File: config.mk
export PLATFORM = sky130hd
export DESIGN_NAME = iep_bank
export DESIGN_NICKNAME = d
export VERILOG_FILES = /design/src/logic/iep_pkg.sv /design/src/logic/iep_bank.sv /design/src/logic/iep_prio_pick.sv /design/src/logic/iep_block_timer.sv
export VERILOG_INCLUDE_DIRS = /design/src /design/src/logic
export SDC_FILE = /design/constraint.sdc
export NUM_CORES = 1
export LEC_CHECK = 0
export ABC_AREA = 1
export BUFFER_PORTS_ARGS = -buffer_cell sky130_fd_sc_hd__buf_4
export CORE_ASPECT_RATIO = 0.6
export CORE_MARGIN = 5
export CORE_UTILIZATION = 45
export CTS_BUF_LIST = sky130_fd_sc_hd__clkbuf_8
export CTS_CLUSTER_DIAMETER = 150
export DETAILED_ROUTE_END_ITERATION = 7
export GPL_TIMING_DRIVEN = 0
export PLACE_DENSITY = 0.71
export SYNTH_ARGS = -nofsm -noshare
export SYNTH_HDL_FRONTEND = slang
export SYNTH_SLANG_ARGS = --single-unit
File: constraint.sdc
create_clock -name SYS_CLK -period 10.5 [get_ports SYS_CLK]
set_clock_uncertainty 0.2 [all_clocks]
set_input_delay 3.15 -clock SYS_CLK [delete_from_list [all_inputs] [get_ports SYS_CLK]]
set_output_delay 3.15 -clock SYS_CLK [all_outputs]
set_load 0.05 [all_outputs]
File: src/logic/iep_consts.svh
// Register offsets, field positions and reset values of the enable/priority bank
`ifndef IEP_CONSTS_SVH
`define IEP_CONSTS_SVH

// Register byte offsets
`define IEP_OFS_ENABLE 12'h000
`define IEP_OFS_PRIORITY 12'h004
`define IEP_OFS_BLOCK 12'h008
`define IEP_OFS_PASS 12'h00C
`define IEP_OFS_EVT_STAT 12'h010
`define IEP_OFS_EVT_MASK 12'h014
`define IEP_OFS_PRESENT 12'h018

// Implemented bits and reset values
`define IEP_ENABLE_MASK 16'h7FFF
`define IEP_ENABLE_RESET 16'h0000
`define IEP_PRIORITY_MASK 16'h7777
`define IEP_PRIORITY_RESET 16'h4444
`define IEP_EVT_MASK_BITS 2'h3

// Priority field positions (low bit of each 3-bit field)
`define IEP_POS_SERIAL_RX_LEVEL 12
`define IEP_POS_SPI_EVENT_LEVEL 8
`define IEP_POS_SPI_ERROR_LEVEL 4
`define IEP_POS_TIMER_THREE_LEVEL 0

// Source positions in the enable register
`define IEP_SRC_SERIAL_RX 11
`define IEP_SRC_SPI_EVENT 10
`define IEP_SRC_SPI_ERROR 9
`define IEP_SRC_TIMER_THREE 8

// Levels
`define IEP_LEVEL_TOP 3'h7
`define IEP_LEVEL_OFF 3'h0
`define IEP_OTHER_LEVEL 3'h4

// Event status bits
`define IEP_EVT_WINDOW_END 0
`define IEP_EVT_HELD_OFF 1

`endif

File: src/logic/iep_pkg.sv
// Types shared by the enable/priority bank
`default_nettype none
package iep_pkg;
  typedef logic [2:0] iep_level_t;
  typedef logic [3:0] iep_src_t;
  typedef enum logic [1:0] {
    AP_IDLE,
    AP_ANSWER
  } iep_apb_state_t;
endpackage
`default_nettype wire

File: src/logic/iep_bank.sv
// Interrupt enable and priority bank with timed block, APB register slave
`include "iep_consts.svh"
`default_nettype none
module iep_bank #(
  parameter int unsigned BLOCK_W = 14,
  parameter logic [2:0] OTHER_LEVEL = `IEP_OTHER_LEVEL
) (
  input wire logic SYS_CLK, // System clock, 50 MHz
  input wire logic RST_N, // Synchronous reset, active low
  input wire logic PSEL, // APB select
  input wire logic PENABLE, // APB access phase
  input wire logic PWRITE, // APB direction, high for write
  input wire logic [11:0] PADDR, // APB byte address
  input wire logic [31:0] PWDATA, // APB write data
  input wire logic [3:0] PSTRB, // APB byte strobes
  output logic [31:0] PRDATA, // APB read data
  output logic PREADY, // APB ready
  output logic PSLVERR, // APB error, unmapped address
  input wire logic [14:0] SRC_FLAG, // Request flags of the sources
  input wire logic BLOCK_START, // Timed block instruction, pulse
  input wire logic [BLOCK_W-1:0] BLOCK_COUNT, // Block operand
  input wire logic INSN_DONE, // Instruction retired, pulse
  output logic [14:0] SRC_PASS, // Requests passed onward
  output logic IRQ_REQ, // Request presented to the CPU
  output logic [3:0] IRQ_SRC, // Source being presented
  output logic [2:0] IRQ_LEVEL, // Level being presented
  output logic BLOCK_ACTIVE, // Timed block window open
  output logic IRQ_NOTIFY // Unmasked bank event pending
);
  localparam int unsigned NSRC = 15;

  // Register state
  logic [15:0] source_enable_0_q;
  logic [15:0] source_priority_2_q;
  logic [1:0] evt_stat_q;
  logic [1:0] evt_mask_q;
  logic [14:0] pass_q;
  logic irq_req_q;
  iep_pkg::iep_src_t irq_src_q;
  iep_pkg::iep_level_t irq_level_q;
  logic block_was_q;
  logic [31:0] prdata_q;
  logic pslverr_q;
  iep_pkg::iep_apb_state_t apb_q;
  iep_pkg::iep_apb_state_t apb_d;

  // Combinational helpers
  logic [3*NSRC-1:0] levels;
  logic [14:0] eligible;
  logic [14:0] pass_d;
  logic pick_valid;
  iep_pkg::iep_src_t pick_idx;
  iep_pkg::iep_level_t pick_level;
  logic block_on;
  logic [BLOCK_W-1:0] block_left;
  logic held_off;
  logic window_end;
  logic wr_take;
  logic rd_take;
  logic [15:0] wmask;
  logic [31:0] rd_word;
  logic rd_hit;

  // Address decode shared by the read mux and the write paths
  function automatic logic hit(input logic [11:0] a, input logic [11:0] ofs);
    hit = (a == ofs);
  endfunction

  // Level of a source: four sources have fields, the rest a fixed level
  function automatic iep_pkg::iep_level_t level_of(input int unsigned s,
                                                   input logic [15:0] p);
    if (s == `IEP_SRC_SERIAL_RX) begin
      level_of = p[`IEP_POS_SERIAL_RX_LEVEL +: 3];
    end else if (s == `IEP_SRC_SPI_EVENT) begin
      level_of = p[`IEP_POS_SPI_EVENT_LEVEL +: 3];
    end else if (s == `IEP_SRC_SPI_ERROR) begin
      level_of = p[`IEP_POS_SPI_ERROR_LEVEL +: 3];
    end else if (s == `IEP_SRC_TIMER_THREE) begin
      level_of = p[`IEP_POS_TIMER_THREE_LEVEL +: 3];
    end else begin
      level_of = OTHER_LEVEL;
    end
  endfunction

  // Per-source gating; level seven is the only one that beats the block
  generate
    for (genvar g = 0; g < NSRC; g++) begin : g_src
      assign levels[3*g +: 3] = level_of(g, source_priority_2_q);
      assign eligible[g] = SRC_FLAG[g] && source_enable_0_q[g]
        && (levels[3*g +: 3] != `IEP_LEVEL_OFF);
      assign pass_d[g] = eligible[g]
        && (!block_on || (levels[3*g +: 3] == `IEP_LEVEL_TOP));
    end
  endgenerate

  // Instruction-counted block window
  iep_block_timer #(
    .BLOCK_W(BLOCK_W)
  ) u_block (
    .clk(SYS_CLK),
    .rst_n(RST_N),
    .start(BLOCK_START),
    .count(BLOCK_COUNT),
    .insn_done(INSN_DONE),
    .remaining(block_left),
    .active(block_on)
  );

  // Highest level among passed requests
  iep_prio_pick #(
    .NSRC(NSRC)
  ) u_pick (
    .req(pass_d),
    .lvl(levels),
    .valid(pick_valid),
    .idx(pick_idx),
    .level(pick_level)
  );

  // Bank events for the notify output
  assign held_off = |(eligible & ~pass_d);
  assign window_end = block_was_q && !block_on;

  // APB: one wait cycle so read data comes from a flop
  assign wr_take = PSEL && PENABLE && PWRITE && (apb_q == iep_pkg::AP_ANSWER);
  assign rd_take = PSEL && PENABLE && (apb_q == iep_pkg::AP_IDLE);
  assign wmask = {{8{PSTRB[1]}}, {8{PSTRB[0]}}};

  // Access phase state
  always_comb begin
    apb_d = apb_q;
    case (apb_q)
      iep_pkg::AP_IDLE: begin
        if (PSEL && PENABLE) begin
          apb_d = iep_pkg::AP_ANSWER;
        end
      end
      iep_pkg::AP_ANSWER: begin
        apb_d = iep_pkg::AP_IDLE;
      end
      default: begin
        apb_d = iep_pkg::AP_IDLE;
      end
    endcase
  end

  always_ff @(posedge SYS_CLK) begin
    if (!RST_N) begin
      apb_q <= iep_pkg::AP_IDLE;
    end else begin
      apb_q <= apb_d;
    end
  end

  // Read mux; unimplemented bits come back as zero
  always_comb begin
    rd_word = 32'h0000_0000;
    rd_hit = 1'b1;
    if (hit(PADDR, `IEP_OFS_ENABLE)) begin
      rd_word[15:0] = source_enable_0_q & `IEP_ENABLE_MASK;
    end else if (hit(PADDR, `IEP_OFS_PRIORITY)) begin
      rd_word[15:0] = source_priority_2_q & `IEP_PRIORITY_MASK;
    end else if (hit(PADDR, `IEP_OFS_BLOCK)) begin
      rd_word[BLOCK_W-1:0] = block_left;
      rd_word[31] = block_on;
    end else if (hit(PADDR, `IEP_OFS_PASS)) begin
      rd_word[14:0] = pass_q;
    end else if (hit(PADDR, `IEP_OFS_EVT_STAT)) begin
      rd_word[1:0] = evt_stat_q;
    end else if (hit(PADDR, `IEP_OFS_EVT_MASK)) begin
      rd_word[1:0] = evt_mask_q;
    end else if (hit(PADDR, `IEP_OFS_PRESENT)) begin
      rd_word[7] = irq_req_q;
      rd_word[6:4] = irq_level_q;
      rd_word[3:0] = irq_src_q;
    end else begin
      rd_hit = 1'b0;
    end
  end

  // Read data and error captured in the first access cycle
  always_ff @(posedge SYS_CLK) begin
    if (!RST_N) begin
      prdata_q <= 32'h0000_0000;
      pslverr_q <= 1'b0;
    end else if (rd_take) begin
      prdata_q <= PWRITE ? 32'h0000_0000 : rd_word;
      pslverr_q <= !rd_hit;
    end
  end

  // Enable register; bit 15 is not stored
  always_ff @(posedge SYS_CLK) begin
    if (!RST_N) begin
      source_enable_0_q <= `IEP_ENABLE_RESET;
    end else if (wr_take && hit(PADDR, `IEP_OFS_ENABLE)) begin
      source_enable_0_q <= ((PWDATA[15:0] & wmask)
        | (source_enable_0_q & ~wmask)) & `IEP_ENABLE_MASK;
    end
  end

  // Priority register; spare bits between fields are not stored
  always_ff @(posedge SYS_CLK) begin
    if (!RST_N) begin
      source_priority_2_q <= `IEP_PRIORITY_RESET;
    end else if (wr_take && hit(PADDR, `IEP_OFS_PRIORITY)) begin
      source_priority_2_q <= ((PWDATA[15:0] & wmask)
        | (source_priority_2_q & ~wmask)) & `IEP_PRIORITY_MASK;
    end
  end

  // Event mask
  always_ff @(posedge SYS_CLK) begin
    if (!RST_N) begin
      evt_mask_q <= 2'h0;
    end else if (wr_take && PSTRB[0] && hit(PADDR, `IEP_OFS_EVT_MASK)) begin
      evt_mask_q <= PWDATA[1:0] & `IEP_EVT_MASK_BITS;
    end
  end

  // Sticky events, write one to clear; a new event outranks the clear
  always_ff @(posedge SYS_CLK) begin
    if (!RST_N) begin
      evt_stat_q <= 2'h0;
    end else begin
      for (int b = 0; b < 2; b++) begin
        if ((b == `IEP_EVT_WINDOW_END) ? window_end : held_off) begin
          evt_stat_q[b] <= 1'b1;
        end else if (wr_take && PSTRB[0] && PWDATA[b]
                     && hit(PADDR, `IEP_OFS_EVT_STAT)) begin
          evt_stat_q[b] <= 1'b0;
        end
      end
    end
  end

  // Window edge tracking for the end event
  always_ff @(posedge SYS_CLK) begin
    if (!RST_N) begin
      block_was_q <= 1'b0;
    end else begin
      block_was_q <= block_on;
    end
  end

  // Presented request, one cycle behind the flags
  always_ff @(posedge SYS_CLK) begin
    if (!RST_N) begin
      pass_q <= 15'h0000;
      irq_req_q <= 1'b0;
      irq_src_q <= 4'h0;
      irq_level_q <= 3'h0;
    end else begin
      pass_q <= pass_d;
      irq_req_q <= pick_valid;
      irq_src_q <= pick_valid ? pick_idx : 4'h0;
      irq_level_q <= pick_level;
    end
  end

  // Outputs
  assign PRDATA = prdata_q;
  assign PREADY = (apb_q == iep_pkg::AP_ANSWER);
  assign PSLVERR = (apb_q == iep_pkg::AP_ANSWER) && pslverr_q;
  assign SRC_PASS = pass_q;
  assign IRQ_REQ = irq_req_q;
  assign IRQ_SRC = irq_src_q;
  assign IRQ_LEVEL = irq_level_q;
  assign BLOCK_ACTIVE = block_on;
  assign IRQ_NOTIFY = |(evt_stat_q & evt_mask_q);
endmodule
`default_nettype wire

File: src/logic/iep_prio_pick.sv
// Picks the highest-level pending request among the sources
`default_nettype none
module iep_prio_pick #(
  parameter int unsigned NSRC = 15
) (
  input wire logic [NSRC-1:0] req, // Gated requests
  input wire logic [3*NSRC-1:0] lvl, // Level of each source, packed
  output logic valid, // Some request pending
  output iep_pkg::iep_src_t idx, // Winning source
  output iep_pkg::iep_level_t level // Winning level
);
  // Strictly greater wins, so ties go to the lowest source number
  always_comb begin
    level = 3'h0;
    idx = 4'h0;
    for (int i = 0; i < NSRC; i++) begin
      if (req[i] && (lvl[3*i +: 3] > level)) begin
        level = lvl[3*i +: 3];
        idx = 4'(i);
      end
    end
    valid = (level != 3'h0);
  end
endmodule
`default_nettype wire

File: src/logic/iep_block_timer.sv
// Counts down the instructions of a timed interrupt-block window
`default_nettype none
module iep_block_timer #(
  parameter int unsigned BLOCK_W = 14
) (
  input wire logic clk, // System clock
  input wire logic rst_n, // Synchronous reset, active low
  input wire logic start, // Block instruction executed, one pulse
  input wire logic [BLOCK_W-1:0] count, // Instructions to block
  input wire logic insn_done, // One instruction retired, pulse
  output logic [BLOCK_W-1:0] remaining, // Instructions still blocked
  output logic active // Window open
);
  logic [BLOCK_W-1:0] remaining_q;

  // Start reloads even mid-window, a new block replaces the old one
  always_ff @(posedge clk) begin
    if (!rst_n) begin
      remaining_q <= '0;
    end else if (start) begin
      remaining_q <= count;
    end else if (insn_done && (remaining_q != '0)) begin
      remaining_q <= remaining_q - BLOCK_W'(1);
    end
  end

  assign remaining = remaining_q;
  assign active = (remaining_q != '0);
endmodule
`default_nettype wire

* Yosys cells after proc, flatten, opt, wreduce, memory -nomap -nowiden
Index checks and enable logic that the tools add are counted.
** Storage, ports and cells
- Register bits after elaboration :: 103
- Latch bits :: 0
- RAM bits :: 0
- Memory bits (read-only) :: 0
- Input bits :: 84
- Output and inout port bits :: 59
- Word-level logic and storage cells :: 193
- Memories kept :: 0
** Cells by class
- $add $sub $neg :: 1
- Multipliers :: 0
- Divide/modulo/power cells :: 0
- Magnitude comparators :: 14
- Equality and inequality tests :: 10
- Shifts and indexed selects :: 0
- Multiplexer cells :: 57
- Bitwise gates (word level) :: 11
- Reduce and logical (&&, ||, !) cells :: 85
** Operator list (number)
- $logic_and 1x1->1 :: 63
- $and 15x15->15 :: 4
- $mux 3 :: 19
- $mux 14 :: 3
- $eq 12x5->1 const B :: 3
- $mux 32 :: 1
- $gt 3x3->1 const A :: 10
- $mux 15 :: 2
- $not 15->15 :: 2
- $or 15x15->15 :: 2
- $mux 4 :: 7
- $eq 12x4->1 const B :: 2
- $mux 1 :: 16
- $mux 8 :: 2
- $reduce_bool 3->1 :: 5
- $reduce_or 15->1 :: 1
- $reduce_bool 14->1 :: 1
- $sub 14x1->14 const B :: 1
- $eq 12x3->1 const B :: 1
- $eq 3x3->1 const B :: 4
- $gt 3x3->1 :: 4
- $logic_not 12->1 :: 1
- $mux 6 :: 2
- $mux 2 :: 4
- other kinds (10) :: 18

* Depth between registers and ports, before layout
Gate-level depths: netlist of run 1.
- Depth after elaboration :: 49
- Mapped depth :: 40
- Gate-level depth less buffers :: 40

* Cells and area by module
A second synthesis of run 1 with hierarchy kept.
** Second synthesis, totals
- Cell total of the unflattened synthesis :: 1012
- Area, all modules :: 6538.8 um^2
** By module, submodules not included
- iep_bank :: times used 1, cells an instance 524, area an instance 3679.8 um^2, sequential area each 1461.4 um^2
- iep_prio_pick :: times used 1, cells an instance 316, area an instance 1840.5 um^2, sequential area each 0.0 um^2
- iep_block_timer :: times used 1, cells an instance 172, area an instance 1018.5 um^2, sequential area each 280.3 um^2

* Worst setup path after synthesis of run 1
Ideal clock, no wire load.
- Path type :: input port to flip-flop
- From :: input port SRC_FLAG[0]
- To :: register irq_src_q[1] (netlist: IRQ_SRC[1])
- Arrival time :: 7110 ps
- Required time :: 10189 ps
- Path slack :: 3078 ps
- Stages on the path :: 36
- Path buffers :: 0
- Cell sequence :: nand2_1 nand2_1 inv_1 nand2_1 nand3_1 nand2_1 nor2_2 nand4_1 nand2_1 inv_1 nor2_1 ha_1 a21oi_1 nor2_1 nor2_1 nand2_2 o21ai_0 ha_1 nand4_1 nand2_1 inv_2 nand2_4 nand2_4 nand2_1 ha_1 nand2_1 nor2_1 a211oi_1 nor3_1 inv_1 nand3_4 nand4_1 nor2_2 nand3_2 nand2_2 nor2_1
** Between the ends
- Longest elaborated chain between the ends :: 47
- Elaborated cells on any way between the ends :: 60
** Ends and longest elaborated chain
- from (decl) :: RTL line iep_bank.sv:19 : input wire logic [14:0] SRC_FLAG,
- $logic_and 1x1->1 (*) :: RTL line iep_bank.sv:89 : assign eligible[g] = SRC_FLAG[g] && source_enable_0_q[g]
- $logic_and 1x1->1 (*) :: RTL line iep_bank.sv:91 : assign pass_d[g] = eligible[g]
- $mux 3 (*) :: RTL line iep_prio_pick.sv:17 : if (req[i] && (lvl[3*i +: 3] > level)) begin
- $gt 3x3->1 :: RTL line iep_prio_pick.sv:17
- $logic_and 1x1->1 :: RTL line iep_prio_pick.sv:17
- $mux 3 (*) :: RTL line iep_prio_pick.sv:17
- $gt 3x3->1 :: RTL line iep_prio_pick.sv:17
- $logic_and 1x1->1 :: RTL line iep_prio_pick.sv:17
- [... 31 more ...]
- $gt 3x3->1 :: RTL line iep_prio_pick.sv:17
- $logic_and 1x1->1 :: RTL line iep_prio_pick.sv:17
- $mux 3 :: RTL line iep_prio_pick.sv:17
- $gt 3x3->1 :: RTL line iep_prio_pick.sv:17
- $logic_and 1x1->1 :: RTL line iep_prio_pick.sv:17
- $mux 3 :: RTL line iep_prio_pick.sv:17
- $reduce_bool 3->1 :: RTL line iep_prio_pick.sv:22 : valid = (level != 3'h0);
- $reduce_and 2->1 (no line)
- to (signal assigned) :: RTL line iep_bank.sv:256 : irq_src_q <= pick_valid ? pick_idx : 4'h0;
- to (decl) :: RTL line iep_bank.sv:39 : iep_pkg::iep_src_t irq_src_q;
Mark *: on every way between the ends. The rest lies on a longest branch, timed or not.
A chain may end at the register's enable or synchronous reset.

* Worst setup path in the final report of run 1
- From :: input port SRC_FLAG[2]
- To :: register irq_src_q[1] (netlist: IRQ_SRC[1])
** Between the ends
- Longest elaborated chain between the ends :: 42
- Elaborated cells on any way between the ends :: 55
** Ends and longest elaborated chain (RTL line)
- $logic_and 1x1->1 (*) :: iep_bank.sv:89
- $logic_and 1x1->1 (*) :: iep_bank.sv:91
- $logic_and 1x1->1 (*) :: iep_prio_pick.sv:17
- $mux 3 :: iep_prio_pick.sv:17
- $gt 3x3->1 :: iep_prio_pick.sv:17
- $logic_and 1x1->1 :: iep_prio_pick.sv:17
- $mux 3 :: iep_prio_pick.sv:17
- $gt 3x3->1 :: iep_prio_pick.sv:17
- [... 26 more ...]
- $gt 3x3->1 :: iep_prio_pick.sv:17
- $logic_and 1x1->1 :: iep_prio_pick.sv:17
- $mux 3 :: iep_prio_pick.sv:17
- $gt 3x3->1 :: iep_prio_pick.sv:17
- $logic_and 1x1->1 :: iep_prio_pick.sv:17
- $mux 3 :: iep_prio_pick.sv:17
- $reduce_bool 3->1 :: iep_prio_pick.sv:22
- $reduce_and 2->1 (no line)
Marks and branches as above.

==> results of run 1 <==
==> stage by stage <==
| stage | power, mW | instance area, um2 |
|---|---|---|
| final | 0.7060 | 6128 |
| after global routing | 0.7253 | 6128 |
| after CTS | 0.7063 | 6128 |
| after detailed placement | 0.4473 | 5909 |
| after global placement | 0.4460 | 5909 |
| after floorplan | 0.4086 | 4932 |
==> worst max-delay path, delay by kind of cell <==
kind                       cells  cell delay, ns
AOI/OAI and AO/OA              3            0.56
adders and majority gates      3            0.86
buffers and inverters          6            0.57
and+or+nand+nor               25            3.01
==> logic make-up (layout without fill, tap and decap cells) <==
kind of cell | count (synthesis) | in the layout | share of synthesized area, %
other cells | 1 | 16 | 0.07691
xor+xnor | 4 | 4 | 0.7186
buf+inv | 133 | 256 | 11.60
simple gates | 301 | 301 | 28.53
fa+ha+maj | 9 | 9 | 2.310
compound gates | 172 | 172 | 21.04
flops | 87 | 87 | 35.72
==> metal layers <==
layer / routed length, um / track usage, % / part of all wire [%] / vias to the layer above
met5: 0 / 0 / 0 / -
met4: 169 / 3.960 / 0.94 / 0
met3: 2761 / 8.095 / 15 / 21
met2: 6933 / 34.86 / 38 / 360
met1: 8150 / 41.50 / 45 / 2492
li1: - / - / - / 2624
==> cell usage after synthesis (all sizes together) <==
cell,n,share of area [%]
a211oi,5,0.77
a21boi,1,0.15
a21oi,63,6.5
a221oi,4,0.72
a311oi,1,0.18
a31oi,11,1.4
a32oi,1,0.18
and2,1,0.18
buf,17,2.6
clkbuf,18,1.4
clkinv,3,0.33
conb,1,0.077
dfxtp,87,36
ha,9,2.3
inv,95,7.3
nand2,131,11
nand3,48,5.8
nand4,11,1.7
nor2,90,7.7
nor3,15,1.5
nor4,4,0.51
o2111ai,1,0.18
o211ai,15,2.4
o21ai,51,5.3
o221ai,11,2.0
o22ai,3,0.38
o311ai,2,0.36
o31ai,3,0.46
or3,1,0.13
xnor2,1,0.18
xor2,3,0.54
==> power by group through the flow <==
stage          sequential [mW]  combinational, mW  clock [mW]
3_5_place_dp             0.350             0.0978           0
5_1_grt                  0.343              0.108       0.274
3_3_place_gp             0.349             0.0966           0
2_1_floorplan            0.348             0.0606           0
6_report                 0.342              0.101       0.263
4_1_cts                  0.342             0.0982       0.266
==> worst max-delay path by stage <==
stage                 endpoint  slack, ns  cells after the start
finish              IRQ_SRC[1]       2.39                     37
floorplan           IRQ_SRC[1]       3.08                     36
global route        IRQ_SRC[1]       2.03                     37
detailed placement  IRQ_SRC[0]       2.20                     35
CTS                 IRQ_SRC[0]       2.56                     35
global placement    IRQ_SRC[0]       2.37                     35
==> area by class of cell <==
| type | instances | area, um2 | area share, % |
|---|---|---|---|
| inverter | 98 | 372.9 | 6.084 |
| tap | 139 | 173.9 | 2.838 |
| sequential | 87 | 1742 | 28.42 |
| clock inverter | 7 | 95.09 | 1.552 |
| multi-input combinational | 502 | 2625 | 42.83 |
| timing repair buffer | 107 | 803.3 | 13.11 |
| buffer | 35 | 192.7 | 3.144 |
| clock buffer | 9 | 123.9 | 2.021 |
==> impl_metrics.prom, run 1 <==
# TYPE chip_impl_metric gauge
chip_impl_metric{name="grt_antenna_before_repair",unit=""} 0
chip_impl_info{name="cp-start-kind",value="primary input"} 1
chip_impl_metric{name="track_usage",unit="%"} 26.24
chip_impl_metric{name="clock_tree.buffer_depth",unit=""} 2
chip_impl_metric{name="register_to_register_setup_slack",unit="ns"} 4.56
chip_impl_metric{name="place_inst",unit=""} 968
chip_impl_metric{name="tritoncts_num_sinks",unit=""} 87
chip_impl_metric{name="fp.coreArea",unit="um2"} 10600
chip_impl_metric{name="net_count_final",unit=""} 933
chip_impl_metric{name="power.clock.fraction",unit="%"} 37.3
chip_impl_metric{name="die_h",unit="um"} 90.63
chip_impl_metric{name="fill_cells",unit=""} 1016
chip_impl_metric{name="finalCriticalPeriod",unit="ns"} 8.108
chip_impl_info{name="layout.cells.most_common",value="buf_4"} 1
chip_impl_metric{name="syn_area",unit="um2"} 4876
chip_impl_info{name="worst_path_most_repeated_cell",value="nand2_1"} 1
chip_impl_metric{name="sequentialPowerShare",unit="%"} 48.5
chip_impl_info{name="timing.hold.worst.start",value="evt_stat_q[0]"} 1
chip_impl_metric{name="h_tree_lvls",unit=""} 3
chip_impl_metric{name="worst_ep_required_time",unit="ns"} 10.57
chip_impl_metric{name="drc_errors",unit=""} 0
chip_impl_info{name="critical_path.startpoint",value="SRC_FLAG[2]"} 1
chip_impl_metric{name="drt_iter0_markers",unit=""} 696
chip_impl_metric{name="port_bufs",unit=""} 107
chip_impl_metric{name="maxCapViolCount",unit=""} 0
chip_impl_metric{name="ys_ff_latch",unit=""} 87
chip_impl_metric{name="final-instance-count-excl-fill",unit=""} 984
chip_impl_metric{name="worst-endpoint-arrival",unit="ns"} 8.18
chip_impl_info{name="crit_path_top_delay_cell",value="nor3_1"} 1
chip_impl_info{name="rsz_0062_raised_after_global_routing",value="no"} 1
chip_impl_metric{name="total_net_switching_power",unit="mW"} 0.1993
chip_impl_metric{name="detail_route.wirelength",unit="um"} 18020
chip_impl_metric{name="n_antenna_cell",unit=""} 0
chip_impl_metric{name="cts-buffers-inserted",unit=""} 9
chip_impl_metric{name="clkTransAtPathRegs",unit="ns"} 0.08
chip_impl_metric{name="report.final.slew_viol_count",unit=""} 0
chip_impl_metric{name="internal_power",unit="mW"} 0.5067
chip_impl_info{name="critical_path.endpoint_type",value="flop"} 1
chip_impl_metric{name="setup_total_negative_slack",unit="ns"} 0
chip_impl_metric{name="cts.repair.resized",unit=""} 0
chip_impl_metric{name="path_max_fanout",unit=""} 6
chip_impl_metric{name="hold_depth",unit=""} 2
chip_impl_info{name="mostFrequentLayoutCells",value="buf_4, nand2_1, inv_1"} 1
chip_impl_metric{name="std_cell_rows",unit=""} 29
chip_impl_metric{name="maxClockFrequency",unit="MHz"} 123.3
chip_impl_metric{name="fraction_of_final_layout_cells_with_drive_strength_greater_than_1",unit="%"} 21.30
chip_impl_metric{name="power_switching_share",unit="%"} 28.22
chip_impl_metric{name="sequential_cell_area_fraction_in_the_yosys_report",unit="%"} 35.72
chip_impl_metric{name="post_synth_inst_count",unit=""} 707
chip_impl_metric{name="power.share.combinational",unit="%"} 14.3
chip_impl_metric{name="post_cts_buffers",unit=""} 0
chip_impl_metric{name="max-vdd-ir-drop",unit="uV"} 65.66
chip_impl_metric{name="finalSetupViolations",unit=""} 0
chip_impl_info{name="worst_reg2reg_path_endpoint",value="IRQ_SRC[1]"} 1
chip_impl_metric{name="synth_cell_types",unit=""} 45
chip_impl_metric{name="ctsHoldBuffers",unit=""} 0
chip_impl_info{name="clock_tree_from_tritoncts",value="done"} 1
chip_impl_metric{name="final.period_utilization",unit="%"} 77.22
chip_impl_metric{name="critPathMaxStageDelay",unit="ns"} 0.42
chip_impl_metric{name="global_route_wire_length_before_repair",unit="um"} 26620
chip_impl_info{name="root_buffer_cell",value="clkbuf_8"} 1
chip_impl_info{name="reg2reg_from",value="u_block.remaining[0]"} 1
chip_impl_metric{name="drt-vias-per-instance",unit=""} 5.586
chip_impl_metric{name="initial_core_util",unit="%"} 46.02
chip_impl_info{name="worstHoldPathType",value="flop to flop"} 1
chip_impl_metric{name="hold_ws",unit="ns"} 0.2719
chip_impl_metric{name="grt_total_ovfl",unit=""} 0
chip_impl_metric{name="drtPass1Iterations",unit=""} 6
chip_impl_metric{name="detail-route-antenna-nets",unit=""} 0
chip_impl_metric{name="max_slew_margin",unit="%"} 40.29
chip_impl_info{name="worstHoldEndpoint",value="evt_stat_q[0]"} 1
chip_impl_metric{name="pin_count_of_the_biggest_net_entering_global_routing",unit=""} 16
chip_impl_metric{name="die_x",unit="um"} 144.4
chip_impl_metric{name="synth-warning-count",unit=""} 0
chip_impl_metric{name="routed-via-count",unit=""} 5497
chip_impl_metric{name="routedWlPerCell",unit="um"} 18.31
chip_impl_metric{name="static_leakage",unit="nW"} 2.656
chip_impl_metric{name="io_pins",unit=""} 143
chip_impl_metric{name="hold_viol_final",unit=""} 0
chip_impl_metric{name="final_core_utilization",unit="%"} 57.84
chip_impl_metric{name="postLayoutSetupSlackWorst",unit="ns"} 2.392
chip_impl_metric{name="power-per-cell-area",unit="nW/um2"} 115.2
chip_impl_info{name="outcome",value="completed"} 1
chip_impl_metric{name="gpl.final_weighted_congestion",unit=""} 1.031
chip_impl_metric{name="tightestPinTransition",unit="ns"} 0.8956
chip_impl_metric{name="area_delta_synth_final",unit="%"} 25.69
chip_impl_metric{name="reg2reg_path_depth",unit=""} 35
chip_impl_metric{name="synthesis.area_per_instance",unit="um2"} 6.897
chip_impl_metric{name="via_count_of_the_first_global_routing_pass",unit=""} 4887
chip_impl_metric{name="floorplan.die_area",unit="um2"} 13090
chip_impl_metric{name="place.detailed.hpwl",unit="um"} 14680
chip_impl_metric{name="worstSkewPairLatency",unit="ns"} 0.36
chip_impl_metric{name="pre_cts_slack",unit="ns"} 2.197
chip_impl_info{name="crit_type",value="primary input to flop"} 1
Power figures use the tool's default switching activity.
==> run 2, diff against run 1 <==
--- a/config.mk
+++ b/config.mk
@@ -6,7 +6,7 @@
 export SDC_FILE = /design/constraint.sdc
 export NUM_CORES = 1
 export LEC_CHECK = 0
-export ABC_AREA = 1
+export ABC_AREA = 0
 export BUFFER_PORTS_ARGS = -buffer_cell sky130_fd_sc_hd__buf_4
 export CORE_ASPECT_RATIO = 0.6
 export CORE_MARGIN = 5
@@ -15,7 +15,7 @@
 export CTS_CLUSTER_DIAMETER = 150
 export DETAILED_ROUTE_END_ITERATION = 7
 export GPL_TIMING_DRIVEN = 0
-export PLACE_DENSITY = 0.71
+export PLACE_DENSITY = 0.74
 export SYNTH_ARGS = -nofsm -noshare
 export SYNTH_HDL_FRONTEND = slang
 export SYNTH_SLANG_ARGS = --single-unit
==> constraint.sdc (replaced) <==
create_clock -name SYS_CLK -period 7 [get_ports SYS_CLK]
set_clock_uncertainty 0.2 [all_clocks]
set_input_delay 2.1 -clock SYS_CLK [delete_from_list [all_inputs] [get_ports SYS_CLK]]
set_output_delay 2.1 -clock SYS_CLK [all_outputs]
set_load 0.05 [all_outputs]
==> run 2 against run 1 <==
Effect of this change: sequential power is 51% higher; global-route usage is 0.15 points higher; synthesized cell count is 15% lower; synthesized area is 0.46% lower; critical path depth is 12 lower; highest routed layer unchanged.
==> impl_metrics.prom, run 2 <==
# TYPE chip_impl_metric gauge
chip_impl_info{name="outcome",value="completed"} 1
chip_impl_metric{name="track_usage",unit="%"} 26.39
chip_impl_metric{name="io_pins",unit=""} 143
chip_impl_metric{name="initial_core_util",unit="%"} 45.97
chip_impl_metric{name="power-per-cell-area",unit="nW/um2"} 174.5
chip_impl_metric{name="die_x",unit="um"} 144.1
chip_impl_info{name="synth_top_cell_by_area",value="dfxtp_1"} 1
chip_impl_metric{name="global_route_wire_length_before_repair",unit="um"} 26830
chip_impl_metric{name="critPathMaxStageDelay",unit="ns"} 0.47
chip_impl_metric{name="net_count_final",unit=""} 837
chip_impl_metric{name="drt-vias-per-instance",unit=""} 5.910
chip_impl_info{name="crit_path_top_delay_cell",value="o311ai_1"} 1
chip_impl_metric{name="grt_antenna_before_repair",unit=""} 0
chip_impl_metric{name="clkTransAtPathRegs",unit="ns"} 0.09
chip_impl_metric{name="tightestPinTransition",unit="ns"} 0.8233
chip_impl_info{name="reg2reg_from",value="u_block.remaining[0]"} 1
chip_impl_info{name="critical_path.startpoint",value="SRC_FLAG[3]"} 1
chip_impl_metric{name="tritoncts_num_sinks",unit=""} 87
chip_impl_metric{name="routedWlPerCell",unit="um"} 20.16
chip_impl_metric{name="synthDominantCellAreaShare",unit="%"} 35.89
chip_impl_info{name="critical_path.endpoint_type",value="flop"} 1
chip_impl_metric{name="n_antenna_cell",unit=""} 0
chip_impl_metric{name="routed-via-count",unit=""} 5248
chip_impl_metric{name="place.detailed.hpwl",unit="um"} 13920
chip_impl_metric{name="fp.coreArea",unit="um2"} 10560
chip_impl_info{name="cp-start-kind",value="primary input"} 1
chip_impl_metric{name="finalCriticalPeriod",unit="ns"} 6.753
chip_impl_metric{name="gpl.final_weighted_congestion",unit=""} 0.9491
chip_impl_metric{name="via_count_of_the_first_global_routing_pass",unit=""} 4826
chip_impl_metric{name="report.final.slew_viol_count",unit=""} 0
chip_impl_metric{name="path_max_fanout",unit=""} 8
chip_impl_info{name="worstHoldPathType",value="flop to flop"} 1
chip_impl_metric{name="die_h",unit="um"} 90.45
chip_impl_metric{name="hold_viol_final",unit=""} 0
chip_impl_metric{name="static_leakage",unit="nW"} 2.510
chip_impl_metric{name="worst-endpoint-arrival",unit="ns"} 6.82
chip_impl_metric{name="pre_cts_slack",unit="ns"} -1.005
chip_impl_metric{name="std_cell_rows",unit=""} 29
chip_impl_metric{name="synth_compound_gate_area_share",unit="%"} 21.60
chip_impl_metric{name="synthesis.area_per_instance",unit="um2"} 8.062
chip_impl_info{name="synth_ff_type",value="dfxtp_1"} 1
chip_impl_metric{name="sequential_cell_area_fraction_in_the_yosys_report",unit="%"} 35.89
chip_impl_metric{name="fraction_of_final_layout_cells_with_drive_strength_greater_than_1",unit="%"} 24.17
chip_impl_metric{name="detail-route-antenna-nets",unit=""} 0
chip_impl_metric{name="postLayoutSetupSlackWorst",unit="ns"} 0.2471
chip_impl_metric{name="synth-edff-count",unit=""} 0
chip_impl_info{name="mostFrequentLayoutCells",value="buf_4, nor2_1, dfxtp_1"} 1
chip_impl_metric{name="grt_total_ovfl",unit=""} 0
chip_impl_metric{name="syn_area",unit="um2"} 4853
chip_impl_metric{name="h_tree_lvls",unit=""} 3
chip_impl_info{name="layout.cells.most_common",value="buf_4"} 1
chip_impl_metric{name="area_delta_synth_final",unit="%"} 29.54
chip_impl_metric{name="drtPass1Iterations",unit=""} 8
chip_impl_info{name="synth.most_common_cell",value="nor2_1"} 1
chip_impl_metric{name="final-instance-count-excl-fill",unit=""} 888
chip_impl_metric{name="port_bufs",unit=""} 105
chip_impl_metric{name="maxClockFrequency",unit="MHz"} 148.1
chip_impl_metric{name="clock_tree.buffer_depth",unit=""} 2
chip_impl_metric{name="final.period_utilization",unit="%"} 96.47
chip_impl_metric{name="pin_count_of_the_biggest_net_entering_global_routing",unit=""} 15
chip_impl_info{name="netlist_top_cells_count",value="nor2_1, dfxtp_1, nand2_1, a21oi_1, mux2i_1"} 1
chip_impl_metric{name="maxCapViolCount",unit=""} 0
chip_impl_metric{name="xor_xnor_cell_area_share_of_the_yosys_netlist",unit="%"} 1.985
chip_impl_metric{name="worst_ep_required_time",unit="ns"} 7.07
chip_impl_metric{name="detail_route.wirelength",unit="um"} 17900
chip_impl_metric{name="floorplan.die_area",unit="um2"} 13030
chip_impl_metric{name="ys_ff_latch",unit=""} 87
chip_impl_info{name="synth_top_family_by_area",value="simple AND/OR/NAND/NOR gates"} 1
chip_impl_metric{name="finalSetupViolations",unit=""} 0
chip_impl_metric{name="post_synth_fa_ha_maj_area_fraction",unit="%"} 2.320
chip_impl_metric{name="place_inst",unit=""} 861
chip_impl_metric{name="cts-buffers-inserted",unit=""} 9
chip_impl_metric{name="fill_cells",unit=""} 968
chip_impl_metric{name="ctsHoldBuffers",unit=""} 0
chip_impl_metric{name="async_reset_ff_share",unit="%"} 0
chip_impl_metric{name="synth_cell_types",unit=""} 69
chip_impl_metric{name="worstSkewPairLatency",unit="ns"} 0.38
chip_impl_metric{name="post_synth_inst_count",unit=""} 602
chip_impl_info{name="root_buffer_cell",value="clkbuf_8"} 1
chip_impl_metric{name="drc_errors",unit=""} 0
chip_impl_metric{name="synth.area.mux_share",unit="%"} 8.250
chip_impl_info{name="synth.top_cells.by_area",value="dfxtp_1, nor2_1, mux2i_1"} 1
chip_impl_info{name="timing.hold.worst.start",value="PRDATA[1]"} 1
chip_impl_metric{name="max_slew_margin",unit="%"} 44.82
chip_impl_info{name="crit_type",value="primary input to flop"} 1
chip_impl_info{name="clock_tree_from_tritoncts",value="done"} 1
chip_impl_metric{name="drt_iter0_markers",unit=""} 720
chip_impl_metric{name="synth-warning-count",unit=""} 0
chip_impl_metric{name="synth_simple_gate_area_share",unit="%"} 23.79
chip_impl_metric{name="max-vdd-ir-drop",unit="uV"} 112.9
[run 2: report_power, final]
part	switching (mW)	leakage, nW	internal [mW]
registers	0.0130	0.704	0.502
logic	0.0901	1.68	0.0576
clock network	0.199	0.122	0.235
[run 2: per-layer routing]
| layer | global-route usage, % | vias to the layer above | routed length, um |
|---|---|---|---|
| li1 | - | 2419 | - |
| met1 | 40.23 | 2474 | 8035 |
| met2 | 35.95 | 329 | 7206 |
| met3 | 8.677 | 26 | 2433 |
| met4 | 4.859 | 0 | 221 |
| met5 | 0 | - | 0 |
[run 2: through the flow]
stage	setup TNS (ns)	util (%)	hold slack (ns)	area (um2)	total power [mW]
after global placement	-5.445	55.63	0.2651	5874	0.6650
final	0	59.55	0.2841	6287	1.097
after global routing	-0.03616	59.55	0.3133	6287	1.129
after floorplan	0	-	0.2473	4912	0.6097
after CTS	0	58.42	0.2803	6168	1.088
after detailed placement	-6.803	55.63	0.2596	5874	0.6678
[run 2: repair_timing]
item / CTS / global route
resized for setup: 7 / 13
pin swaps: 2 / 10
setup endpoints to repair: 8 / 7
buffers inserted: 4 / 7
endpoints found under the hold margin: 0 / 0
[run 2: worst paths after layout]
path | to | slack [ns] | depth (start not counted)
worst max register to register | IRQ_SRC[2] | 1.13 | 27
worst min register to register | PRDATA[1] | 0.28 | 2
worst min-delay path | PRDATA[1] | 0.28 | 2
worst max-delay path | IRQ_SRC[2] | 0.25 | 25
[run 2: kinds of logic (layout without fill, tap and decap cells)]
logic type / count (synthesis) / after routing
AO/OA/AOI/OAI: 147 / 147
XOR/XNOR: 11 / 11
adder cells (fa/ha/maj): 9 / 9
buffers and inverters: 59 / 191
flip-flops: 87 / 87
multiplexers: 40 / 40
other: 1 / 16
AND/OR/NAND/NOR: 248 / 248
[run 2: final cells by class]
class / count / area, um2 / area share, %
buffer: 48 / 257.7 / 4.099
clock buffer: 9 / 123.9 / 1.970
clock inverter: 7 / 113.9 / 1.811
inverter: 11 / 43.79 / 0.6965
multi-input combinational: 471 / 2962 / 47.10
sequential: 87 / 1742 / 27.70
tap: 139 / 173.9 / 2.766
timing repair buffer: 116 / 870.8 / 13.85
[run 2: critical path: cells and delay by family]
| kind | cells | cell delay [ns] |
|---|---|---|
| AND/OR/NAND/NOR | 7 | 1.20 |
| buffers and inverters | 4 | 0.50 |
| AO/OA/AOI/OAI | 12 | 2.44 |
| adder cells (fa/ha/maj) | 2 | 0.58 |
